### src/shared/fpr_pkg.sv
// constants, field layouts and types of the flash protection register block
// Notes on behaviour
// - A write to the program-flash protection register that targets a scenario not allowed from the active one is dropped whole.
// - Reading the program-flash protection register always shows the scenario now in force.
// - Allowed moves: 0 to 1,2,3; 1 to 3; 2 to 3; 3 nowhere; 4 to 3; 5 to 2,3,4; 6 to 1,3,4; 7 to any; staying put always allowed.
// - A write to the data-flash size field takes effect only if the new value is larger than the held one.
// - The data-flash enable bit may go from 1 (off) to 0 (on) by software, never back to 1.
// - While the data-flash enable bit is 1 the size field plays no part in protection.
// - On reset the data-flash protection register loads from the byte at 0x7F_FF0D.
// - A double-bit fault on that load clears the enable bit and sets all size bits.
// - Once the load is done, a program or erase aimed at protected data flash is rejected and sets the violation flag.
// - Erasing the whole data-flash block is refused while any data-flash sector is protected.
// - The data-flash register holds the enable in bit 7 and the size in bits 4 to 0, the rest reserved.
// - The protected data-flash area starts at 0x10_0000 and spans 256 bytes times (size code plus one).
// - On reset the program-flash protection register loads from the byte at 0x7F_FF0C.
package fpr_pkg;
   // apb register byte offsets
   localparam logic [7:0] OFS_PROG_PROT = 8'h00;
   localparam logic [7:0] OFS_DATA_PROT = 8'h04;
   localparam logic [7:0] OFS_FSTATUS   = 8'h08;
   localparam logic [7:0] OFS_IRQ_CLR   = 8'h0C;
   localparam logic [7:0] OFS_IRQ_EN    = 8'h10;
   // program-flash protection fields
   localparam int PP_OPEN_BIT  = 7;
   localparam int PP_HDIS_BIT  = 5;
   localparam int PP_HS_LSB    = 3;
   localparam int PP_LDIS_BIT  = 2;
   localparam int PP_LS_LSB    = 0;
   localparam logic [7:0] PP_WR_MASK = 8'hBF;
   // data-flash protection fields
   localparam int DP_EN_BIT    = 7;
   localparam int DP_SIZE_W    = 5;
   localparam logic [7:0] DP_RD_MASK = 8'h9F;
   // values forced by a double-bit fault on load
   localparam logic [7:0] PP_FAULT_VAL = 8'h3F;
   localparam logic [7:0] DP_FAULT_VAL = 8'h1F;
   // reset values held until each byte of the load arrives (fully protected)
   localparam logic [7:0] PP_RST_VAL   = 8'h3F;
   localparam logic [7:0] DP_RST_VAL   = 8'h1F;
   // configuration byte addresses
   localparam logic [22:0] CFG_ADDR_PROG = 23'h7FFF0C;
   localparam logic [22:0] CFG_ADDR_DATA = 23'h7FFF0D;
   // data-flash window
   localparam logic [22:0] DF_BASE      = 23'h100000;
   localparam logic [22:0] DF_END       = 23'h107FFF;
   localparam int          DF_SECT_SH   = 8;
   // status and interrupt bits
   localparam int ST_VIOL_BIT  = 0;
   localparam int ST_FAULT_BIT = 1;
   localparam int ST_W         = 2;
   localparam int ST_DONE_BIT  = 7;
   // command kinds of the flash engine
   typedef enum logic [1:0] {
      FPR_CMD_PROG_DF,
      FPR_CMD_ERASE_SECT_DF,
      FPR_CMD_ERASE_BLK_DF,
      FPR_CMD_OTHER
   } fpr_cmd_t;
   // allowed scenario transitions, row = from, bit = to
   localparam logic [7:0] SCN_ALLOW [8] = '{8'h0F, 8'h0A, 8'h0C, 8'h08,
                                            8'h18, 8'h3C, 8'h5A, 8'hFF};
endpackage

### src/shared/fpr_chk_if.sv
// carrier between the register core and the data-flash checker
interface fpr_chk_if;
   import fpr_pkg::*;
   fpr_cmd_t    kind;     // command kind
   logic [22:0] addr;     // target global address
   logic        dp_en;    // enable bit, 0 means protected
   logic [4:0]  dp_size;  // protected size code
   logic        reject;   // command hits protection
   modport core (output kind, output addr, output dp_en, output dp_size, input reject);
   modport chk  (input kind, input addr, input dp_en, input dp_size, output reject);
endinterface

### src/core/fpr_dchk.sv
// data-flash protection checker, pure combinational
module fpr_dchk (
   fpr_chk_if.chk c   // command and protection state
);
   import fpr_pkg::*;
   logic [22:0] prot_end;
   logic        in_area;
   logic        active;

   // end of protected area, exclusive
   always_comb begin
      prot_end = DF_BASE + (23'({c.dp_size, 1'b0} + 6'h02) << (DF_SECT_SH - 1));
      active   = ~c.dp_en;
      in_area  = (c.addr >= DF_BASE) && (c.addr < prot_end);
   end

   // decide rejection per command kind
   always_comb begin
      unique case (c.kind)
         FPR_CMD_PROG_DF,
         FPR_CMD_ERASE_SECT_DF: c.reject = active && in_area;
         FPR_CMD_ERASE_BLK_DF:  c.reject = active;
         FPR_CMD_OTHER:         c.reject = 1'b0;
      endcase
   end
endmodule

### src/core/fpr_top.sv
// flash protection registers: reset load, write restriction, command check, apb slave
//
// The placing of the registers and the APB slave port were decided locally.
module fpr_top (
   input  wire logic             clk,           // 100 MHz system clock
   input  wire logic             sys_rst,       // synchronous reset, high
   input  wire logic [7:0]       paddr,         // apb address
   input  wire logic             psel,          // apb select
   input  wire logic             penable,       // apb enable
   input  wire logic             pwrite,        // apb direction
   input  wire logic [31:0]      pwdata,        // apb write data
   output logic      [31:0]      prdata,        // apb read data
   output logic                  pready,        // apb ready
   output logic                  pslverr,       // apb error
   output logic                  cfg_req,       // config byte read request
   output logic      [22:0]      cfg_addr,      // config byte address
   input  wire logic             cfg_ack,       // config byte valid
   input  wire logic [7:0]       cfg_data,      // config byte
   input  wire logic             cfg_dbl_err,   // double-bit fault on that phrase
   input  wire logic             cmd_valid,     // command offered, one cycle
   input  wire fpr_pkg::fpr_cmd_t cmd_kind,     // command kind
   input  wire logic [22:0]      cmd_addr,      // command target address
   output logic                  cmd_done,      // verdict pulse
   output logic                  cmd_reject,    // verdict: refused
   output logic                  load_done,     // reset load finished
   output logic                  irq            // level interrupt
);
   import fpr_pkg::*;

   typedef enum logic [1:0] {LD_PROG, LD_DATA, LD_RUN} fpr_ld_t;

   fpr_ld_t        ld_ff,      nxt_ld;
   logic [7:0]     pp_ff,      nxt_pp;
   logic [7:0]     dp_ff,      nxt_dp;
   logic           creq_ff,    nxt_creq;
   logic [22:0]    caddr_ff,   nxt_caddr;
   logic [ST_W-1:0] st_ff,     nxt_st;
   logic [ST_W-1:0] ien_ff,    nxt_ien;
   logic           irq_ff,     nxt_irq;
   logic           rdy_ff,     nxt_rdy;
   logic           err_ff,     nxt_err;
   logic [31:0]    rd_ff,      nxt_rd;
   logic           done_ff,    nxt_done;
   logic           rej_ff,     nxt_rej;
   logic           ldd_ff,     nxt_ldd;

   logic           acc;
   logic           wr_fire;
   logic           mapped;
   logic [2:0]     scn_cur;
   logic [2:0]     scn_new;
   logic [7:0]     pp_cand;
   logic           hit;
   logic [ST_W-1:0] ev_set;
   logic [ST_W-1:0] ev_clr;

   fpr_chk_if chk_bus ();

   fpr_dchk u_dchk (
      .c (chk_bus.chk)
   );

   // feed the checker with the live register contents
   assign chk_bus.kind    = cmd_kind;
   assign chk_bus.addr    = cmd_addr;
   assign chk_bus.dp_en   = dp_ff[DP_EN_BIT];
   assign chk_bus.dp_size = dp_ff[DP_SIZE_W-1:0];

   // apb phase decode; one wait state keeps prdata a flop
   assign acc     = psel && penable;
   assign wr_fire = acc && rdy_ff && pwrite && !err_ff;
   assign mapped  = (paddr == OFS_PROG_PROT) || (paddr == OFS_DATA_PROT) ||
                    (paddr == OFS_FSTATUS) || (paddr == OFS_IRQ_CLR) ||
                    (paddr == OFS_IRQ_EN);

   // scenario of the held value and of the written value
   // the table is indexed from, then to; staying put sits on the diagonal
   assign scn_cur = {pp_ff[PP_OPEN_BIT], pp_ff[PP_HDIS_BIT], pp_ff[PP_LDIS_BIT]};
   assign scn_new = {pwdata[PP_OPEN_BIT], pwdata[PP_HDIS_BIT], pwdata[PP_LDIS_BIT]};

   // size fields may change only while their range is disabled
   always_comb begin
      pp_cand = pwdata[7:0] & PP_WR_MASK;
      if (!pp_ff[PP_HDIS_BIT]) begin
         pp_cand[PP_HS_LSB +: 2] = pp_ff[PP_HS_LSB +: 2];
      end
      if (!pp_ff[PP_LDIS_BIT]) begin
         pp_cand[PP_LS_LSB +: 2] = pp_ff[PP_LS_LSB +: 2];
      end
   end

   // reset load sequencer: program byte first, then data byte
   always_comb begin
      nxt_ld    = ld_ff;
      nxt_creq  = creq_ff;
      nxt_caddr = caddr_ff;
      nxt_ldd   = ldd_ff;
      unique case (ld_ff)
         LD_PROG: begin
            nxt_creq  = 1'b1;
            nxt_caddr = CFG_ADDR_PROG;
            if (creq_ff && cfg_ack) begin
               nxt_ld    = LD_DATA;
               nxt_caddr = CFG_ADDR_DATA;
            end
         end
         // acks may come back to back; cfg_req stays up across both bytes
         LD_DATA: begin
            if (cfg_ack) begin
               nxt_ld   = LD_RUN;
               nxt_creq = 1'b0;
               nxt_ldd  = 1'b1;
            end
         end
         LD_RUN: begin
            nxt_creq = 1'b0;
         end
      endcase
   end

   // protection registers: loaded at reset, restricted afterwards
   always_comb begin
      nxt_pp = pp_ff;
      nxt_dp = dp_ff;
      if (ld_ff == LD_PROG && creq_ff && cfg_ack) begin
         nxt_pp = cfg_dbl_err ? PP_FAULT_VAL : (cfg_data & PP_WR_MASK);
      end
      if (ld_ff == LD_DATA && cfg_ack) begin
         nxt_dp = cfg_dbl_err ? DP_FAULT_VAL : (cfg_data & DP_RD_MASK);
      end
      // a write never meets a load ack: writes are refused until load_done
      if (wr_fire && paddr == OFS_PROG_PROT) begin
         if (SCN_ALLOW[scn_cur][scn_new]) begin
            nxt_pp = pp_cand;
         end
      end
      if (wr_fire && paddr == OFS_DATA_PROT) begin
         nxt_dp[DP_EN_BIT] = dp_ff[DP_EN_BIT] & pwdata[DP_EN_BIT];
         if (pwdata[DP_SIZE_W-1:0] > dp_ff[DP_SIZE_W-1:0]) begin
            nxt_dp[DP_SIZE_W-1:0] = pwdata[DP_SIZE_W-1:0];
         end
      end
   end

   // command verdict; nothing passes before the load is complete
   // a command racing the load is refused by the !ldd_ff term, whatever its kind
   assign hit = chk_bus.reject || !ldd_ff;
   always_comb begin
      nxt_done = cmd_valid;
      nxt_rej  = cmd_valid ? hit : rej_ff;
   end

   // sticky status, set beats clear in the same cycle
   always_comb begin
      ev_set = '0;
      ev_clr = '0;
      ev_set[ST_VIOL_BIT]  = cmd_valid && chk_bus.reject && ldd_ff;
      // the fault bit rises only during the load, never from a later ack
      ev_set[ST_FAULT_BIT] = cfg_ack && cfg_dbl_err && ld_ff != LD_RUN;
      if (wr_fire && paddr == OFS_IRQ_CLR) begin
         ev_clr = pwdata[ST_W-1:0];
      end
      nxt_st  = (st_ff & ~ev_clr) | ev_set;
      nxt_ien = (wr_fire && paddr == OFS_IRQ_EN) ? pwdata[ST_W-1:0] : ien_ff;
      nxt_irq = |(nxt_st & nxt_ien);
   end

   // apb answer: ready one cycle into the access phase
   // read data is latched in the wait state, so prdata never follows paddr
   always_comb begin
      nxt_rdy = acc && !rdy_ff;
      nxt_err = 1'b0;
      nxt_rd  = '0;
      if (acc && !rdy_ff) begin
         // writes before the load ends would race the load, so refuse them
         nxt_err = !mapped || (pwrite && !ldd_ff);
         if (!pwrite) begin
            unique case (paddr)
               OFS_PROG_PROT: nxt_rd = {24'h000000, pp_ff};
               OFS_DATA_PROT: nxt_rd = {24'h000000, dp_ff & DP_RD_MASK};
               OFS_FSTATUS:   nxt_rd = {24'h000000, ldd_ff, 5'h00, st_ff};
               OFS_IRQ_EN:    nxt_rd = {30'h00000000, ien_ff};
               default:       nxt_rd = '0;
            endcase
         end
      end
   end

   // all state registers
   // synchronous reset only; pp_ff, dp_ff and caddr_ff reset to package constants, ld_ff to LD_PROG, the rest to zero
   always_ff @(posedge clk) begin
      if (sys_rst) begin
         ld_ff    <= LD_PROG;
         pp_ff    <= PP_RST_VAL;
         dp_ff    <= DP_RST_VAL;
         creq_ff  <= 1'b0;
         caddr_ff <= CFG_ADDR_PROG;
         st_ff    <= '0;
         ien_ff   <= '0;
         irq_ff   <= 1'b0;
         rdy_ff   <= 1'b0;
         err_ff   <= 1'b0;
         rd_ff    <= '0;
         done_ff  <= 1'b0;
         rej_ff   <= 1'b0;
         ldd_ff   <= 1'b0;
      end else begin
         ld_ff    <= nxt_ld;
         pp_ff    <= nxt_pp;
         dp_ff    <= nxt_dp;
         creq_ff  <= nxt_creq;
         caddr_ff <= nxt_caddr;
         st_ff    <= nxt_st;
         ien_ff   <= nxt_ien;
         irq_ff   <= nxt_irq;
         rdy_ff   <= nxt_rdy;
         err_ff   <= nxt_err;
         rd_ff    <= nxt_rd;
         done_ff  <= nxt_done;
         rej_ff   <= nxt_rej;
         ldd_ff   <= nxt_ldd;
      end
   end

   // outputs straight from flops
   // no logic after these flops, so the ports cannot glitch
   assign prdata     = rd_ff;
   assign pready     = rdy_ff;
   assign pslverr    = err_ff;
   assign cfg_req    = creq_ff;
   assign cfg_addr   = caddr_ff;
   assign cmd_done   = done_ff;
   assign cmd_reject = rej_ff;
   assign load_done  = ldd_ff;
   assign irq        = irq_ff;
endmodule

### config.mk
export PLATFORM = sky130hd
export DESIGN_NAME = fpr_top
export DESIGN_NICKNAME = d
export VERILOG_FILES = /design/src/shared/fpr_pkg.sv /design/src/shared/fpr_chk_if.sv /design/src/core/fpr_dchk.sv /design/src/core/fpr_top.sv
export SDC_FILE = /design/constraint.sdc
export NUM_CORES = 1
export LEC_CHECK = 0
export BUFFER_PORTS_ARGS = -buffer_cell sky130_fd_sc_hd__buf_2
export CAP_MARGIN = 20
export CELL_PAD_IN_SITES_DETAIL_PLACEMENT = 0
export CELL_PAD_IN_SITES_GLOBAL_PLACEMENT = 2
export CORE_MARGIN = 10
export CORE_UTILIZATION = 22
export DETAILED_ROUTE_END_ITERATION = 8
export PLACE_DENSITY_LB_ADDON = 0.1
export RECOVER_POWER = 25
export SKIP_CTS_REPAIR_TIMING = 1
export SLEW_MARGIN = 20
export SYNTH_ARGS = -nofsm -noshare
export SYNTH_HDL_FRONTEND = slang
export SYNTH_SLANG_ARGS = --single-unit
### constraint.sdc
create_clock -name clk -period 2.5 [get_ports clk]
set_clock_uncertainty 0.2 [all_clocks]
set_input_delay 0 -clock clk [delete_from_list [all_inputs] [get_ports clk]]
set_output_delay 0 -clock clk [all_outputs]
set_load 0.02 [all_outputs]
==> run metrics <==
core area 0.0114 sq mm; Avg Vias per Cell 4.18; fin nets roughly 500; failing checks negative hold slack; htree depth 2; CTS tree done; WS Path Type flip-flop to flip-flop; power per cell area 588 mW/mm^2; total track usage 9.64%; Yosys cell types 52; area of the die 0.0164 sq mm; number of synthesized flops with an enable pin 0; count leader, synth buf_4; DIE HEIGHT 128 microns; relative slew slack between 60% and 70%; antenna violation net count after detailed routing 0; Area Overhead vs Synth 29.2%; post-synthesis sequential area ratio 28.1%; total number of yosys warnings 0; Leak 1.44 nW; CTS sink cnt 36; endpoints failing hold 8; clk slew on worst S/H paths 0.06 ns; root buffer cell clkbuf_16; DRT Pass-1 Iters 4; slew of the pin with the lowest slew margin roughly 0.52 ns; Synth Register Bits 36; layout cell share with drive strength beyond 1 21.0%; pre-CTS WS -0.0681 ns; vias in the first global route 2427; Vias 2251; Primary FF master, synth dfxtp_1; Fill cells 1262; Synth top cells by count buf_4 (46), nor2_1 (40), dfxtp_1 (36); synth top area cells dfxtp_1 (28%), buf_4 (13%), ha_1 (7.8%), mux2i_1 (7.8%), nor2_1 (5.8%); RSZ-0062 raised after global routing false; Final min period 2.37 ns; Synth Area per Inst 8.48 sq um; synthesized area about 0.0026 sq mm; Antenna Diode Count 0; pin count of the biggest net entering global routing 39; fin crit share 94.7%; die width roughly 130 microns; post-synth top area cell dfxtp_1; WP data arrival 2.32 ns; Initial Utilization 22.5%; setup ws final 0.132 ns; Port Buf Inserts 62; first-pass GRT wire length around 13 mm; gp weighted congestion about 0.72; area of the multi-input gates between 0.0015 and 0.002 sq mm; initial antenna violation count 0; routed len/inst 15.4 microns; Data required, critical path 2.45 ns; Async S/R FF share, synth 0%; Syn Inst Count 303; Final Max Tran Viols 0; CP startpoint kind flip-flop; final setup fails 0; maximum VDD drop approximately 240 uV; WHS -0.0467 ns; HP Class input pin to flip-flop; row count 39; DRC viols 0; clock tree buffer depth 2; FMAX approximately 420 MHz; register area between 700 and 800 sq um; max cap viols 0; Max FO, Critical Path 2; Top-Level Pins roughly 140; Worst Setup End Kind flip-flop; Post-Route WL around 8.3 mm; Detail Placement HPWL 6.59 mm; share of the synthesized area in the top cell type around 28%; outcome finished with violations; Remaining Overflow, GRT 0; TritonCTS Buffers 5; 1st-iter DRT viols 83; latest clock arrival within the worst-skew pair 0.28 ns
## per-layer routing
| metal | track usage, % | up-vias | share of wire [%] | routed length [microns] |
|---|---|---|---|---|
| met1 | 11.8 | 1021 | 46 | 3810 |
| met3 | 2.07 | 6 | 3.5 | 288 |
| met5 | 0 | - | 0 | 0 |
| met4 | 2.58 | 0 | 1.4 | 114 |
| li1 | - | 1171 | - | - |
| met2 | 16.6 | 53 | 49 | 4070 |
## cell type report
cell class                 instances  share of cell area [%]
inverter                          13                    1.47
multi-input combinational        242                    48.3
timing repair buffer              97                    18.4
tap                              143                    5.39
clock buffer                       7                    4.60
sequential                        36                    21.8
## placed cells by master (no fill, tap or decap), types with 3 or more instances in the layout
cell type and count:
nand4b_1 3, clkbuf_1 13, clkbuf_16 5, nor2b_1 9, nand2b_1 6, nand3_1 6, dfxtp_1 34, and3_1 4
dlygate4sd3_1 22, buf_4 13, a211oi_1 15, nor3_1 6, buf_2 49, mux2i_1 20, xnor2_1 3, a21oi_1 10
ha_1 15, nor4_1 4, nand3b_1 6, inv_1 13, conb_1 46, nand2_1 9, nor2_1 40
## sequential cells by signal, indices dropped and copies added, names as in the netlist
name,cells
pslverr,1
cmd_reject,1
cfg_req,1
prdata,8
cmd_done,1
ld_ff,2
irq,1
ien_ff,2
pready,1
pp_ff,8
cfg_addr,1
load_done,1
dp_ff,6
st_ff,2
## through the flow
step                      power, mW  setup TNS, ns  instance area, sq um  utilization [%]  std cells
after global routing           2.09              0                  3320             29.1        538
after global placement         1.27        -0.0206                  2940             25.7        509
after CTS                      1.95         -0.122                  3090             27.1        516
final                          1.95              0                  3320             29.1        538
after floorplan                1.12              0                  2730                -        347
after detailed placement       1.27        -0.0918                  2940             25.7        509
## report_power, final
part,leakage [nW],internal (mW),switching (mW)
Sequential,0.293,0.623,0.0429
Combinational,1.07,0.271,0.353
Clock,0.0760,0.419,0.242
## critical path, stage by stage, from the launching register on
cell	delay (ns)
dfxtp_2	0.33
ha_2	0.17
nand3_1	0.09
xnor2_1	0.13
ha_1	0.29
a21oi_1	0.06
or4b_4	0.48
o211a_4	0.17
a32oi_2	0.21
o31ai_1	0.09
## cells by family (layout without fill, tap and decap cells)
logic type	after synthesis	in the layout	synth area share (%)
muxes	21	21	8.23
DFF	36	36	28.1
buffers and inverters	69	117	16.8
other	2	46	0.292
AOI/OAI and AO/OA	47	47	13.6
and+or+nand+nor	109	109	24.2
adders and majority gates	16	16	7.79
xor gates and xnor gates	3	3	1.02
## path summary, 6_finish.rpt
check,from,end,slack (ns),depth (start not counted)
worst max register to register,dp_ff[0],irq,0.13,9
worst min register to register,pp_ff[6],pp_ff[6],0.26,2
worst min-delay path,cfg_data[3],pp_ff[3],-0.05,5
worst max-delay path,dp_ff[0],irq,0.13,9
(Power assumes the default switching activity.)
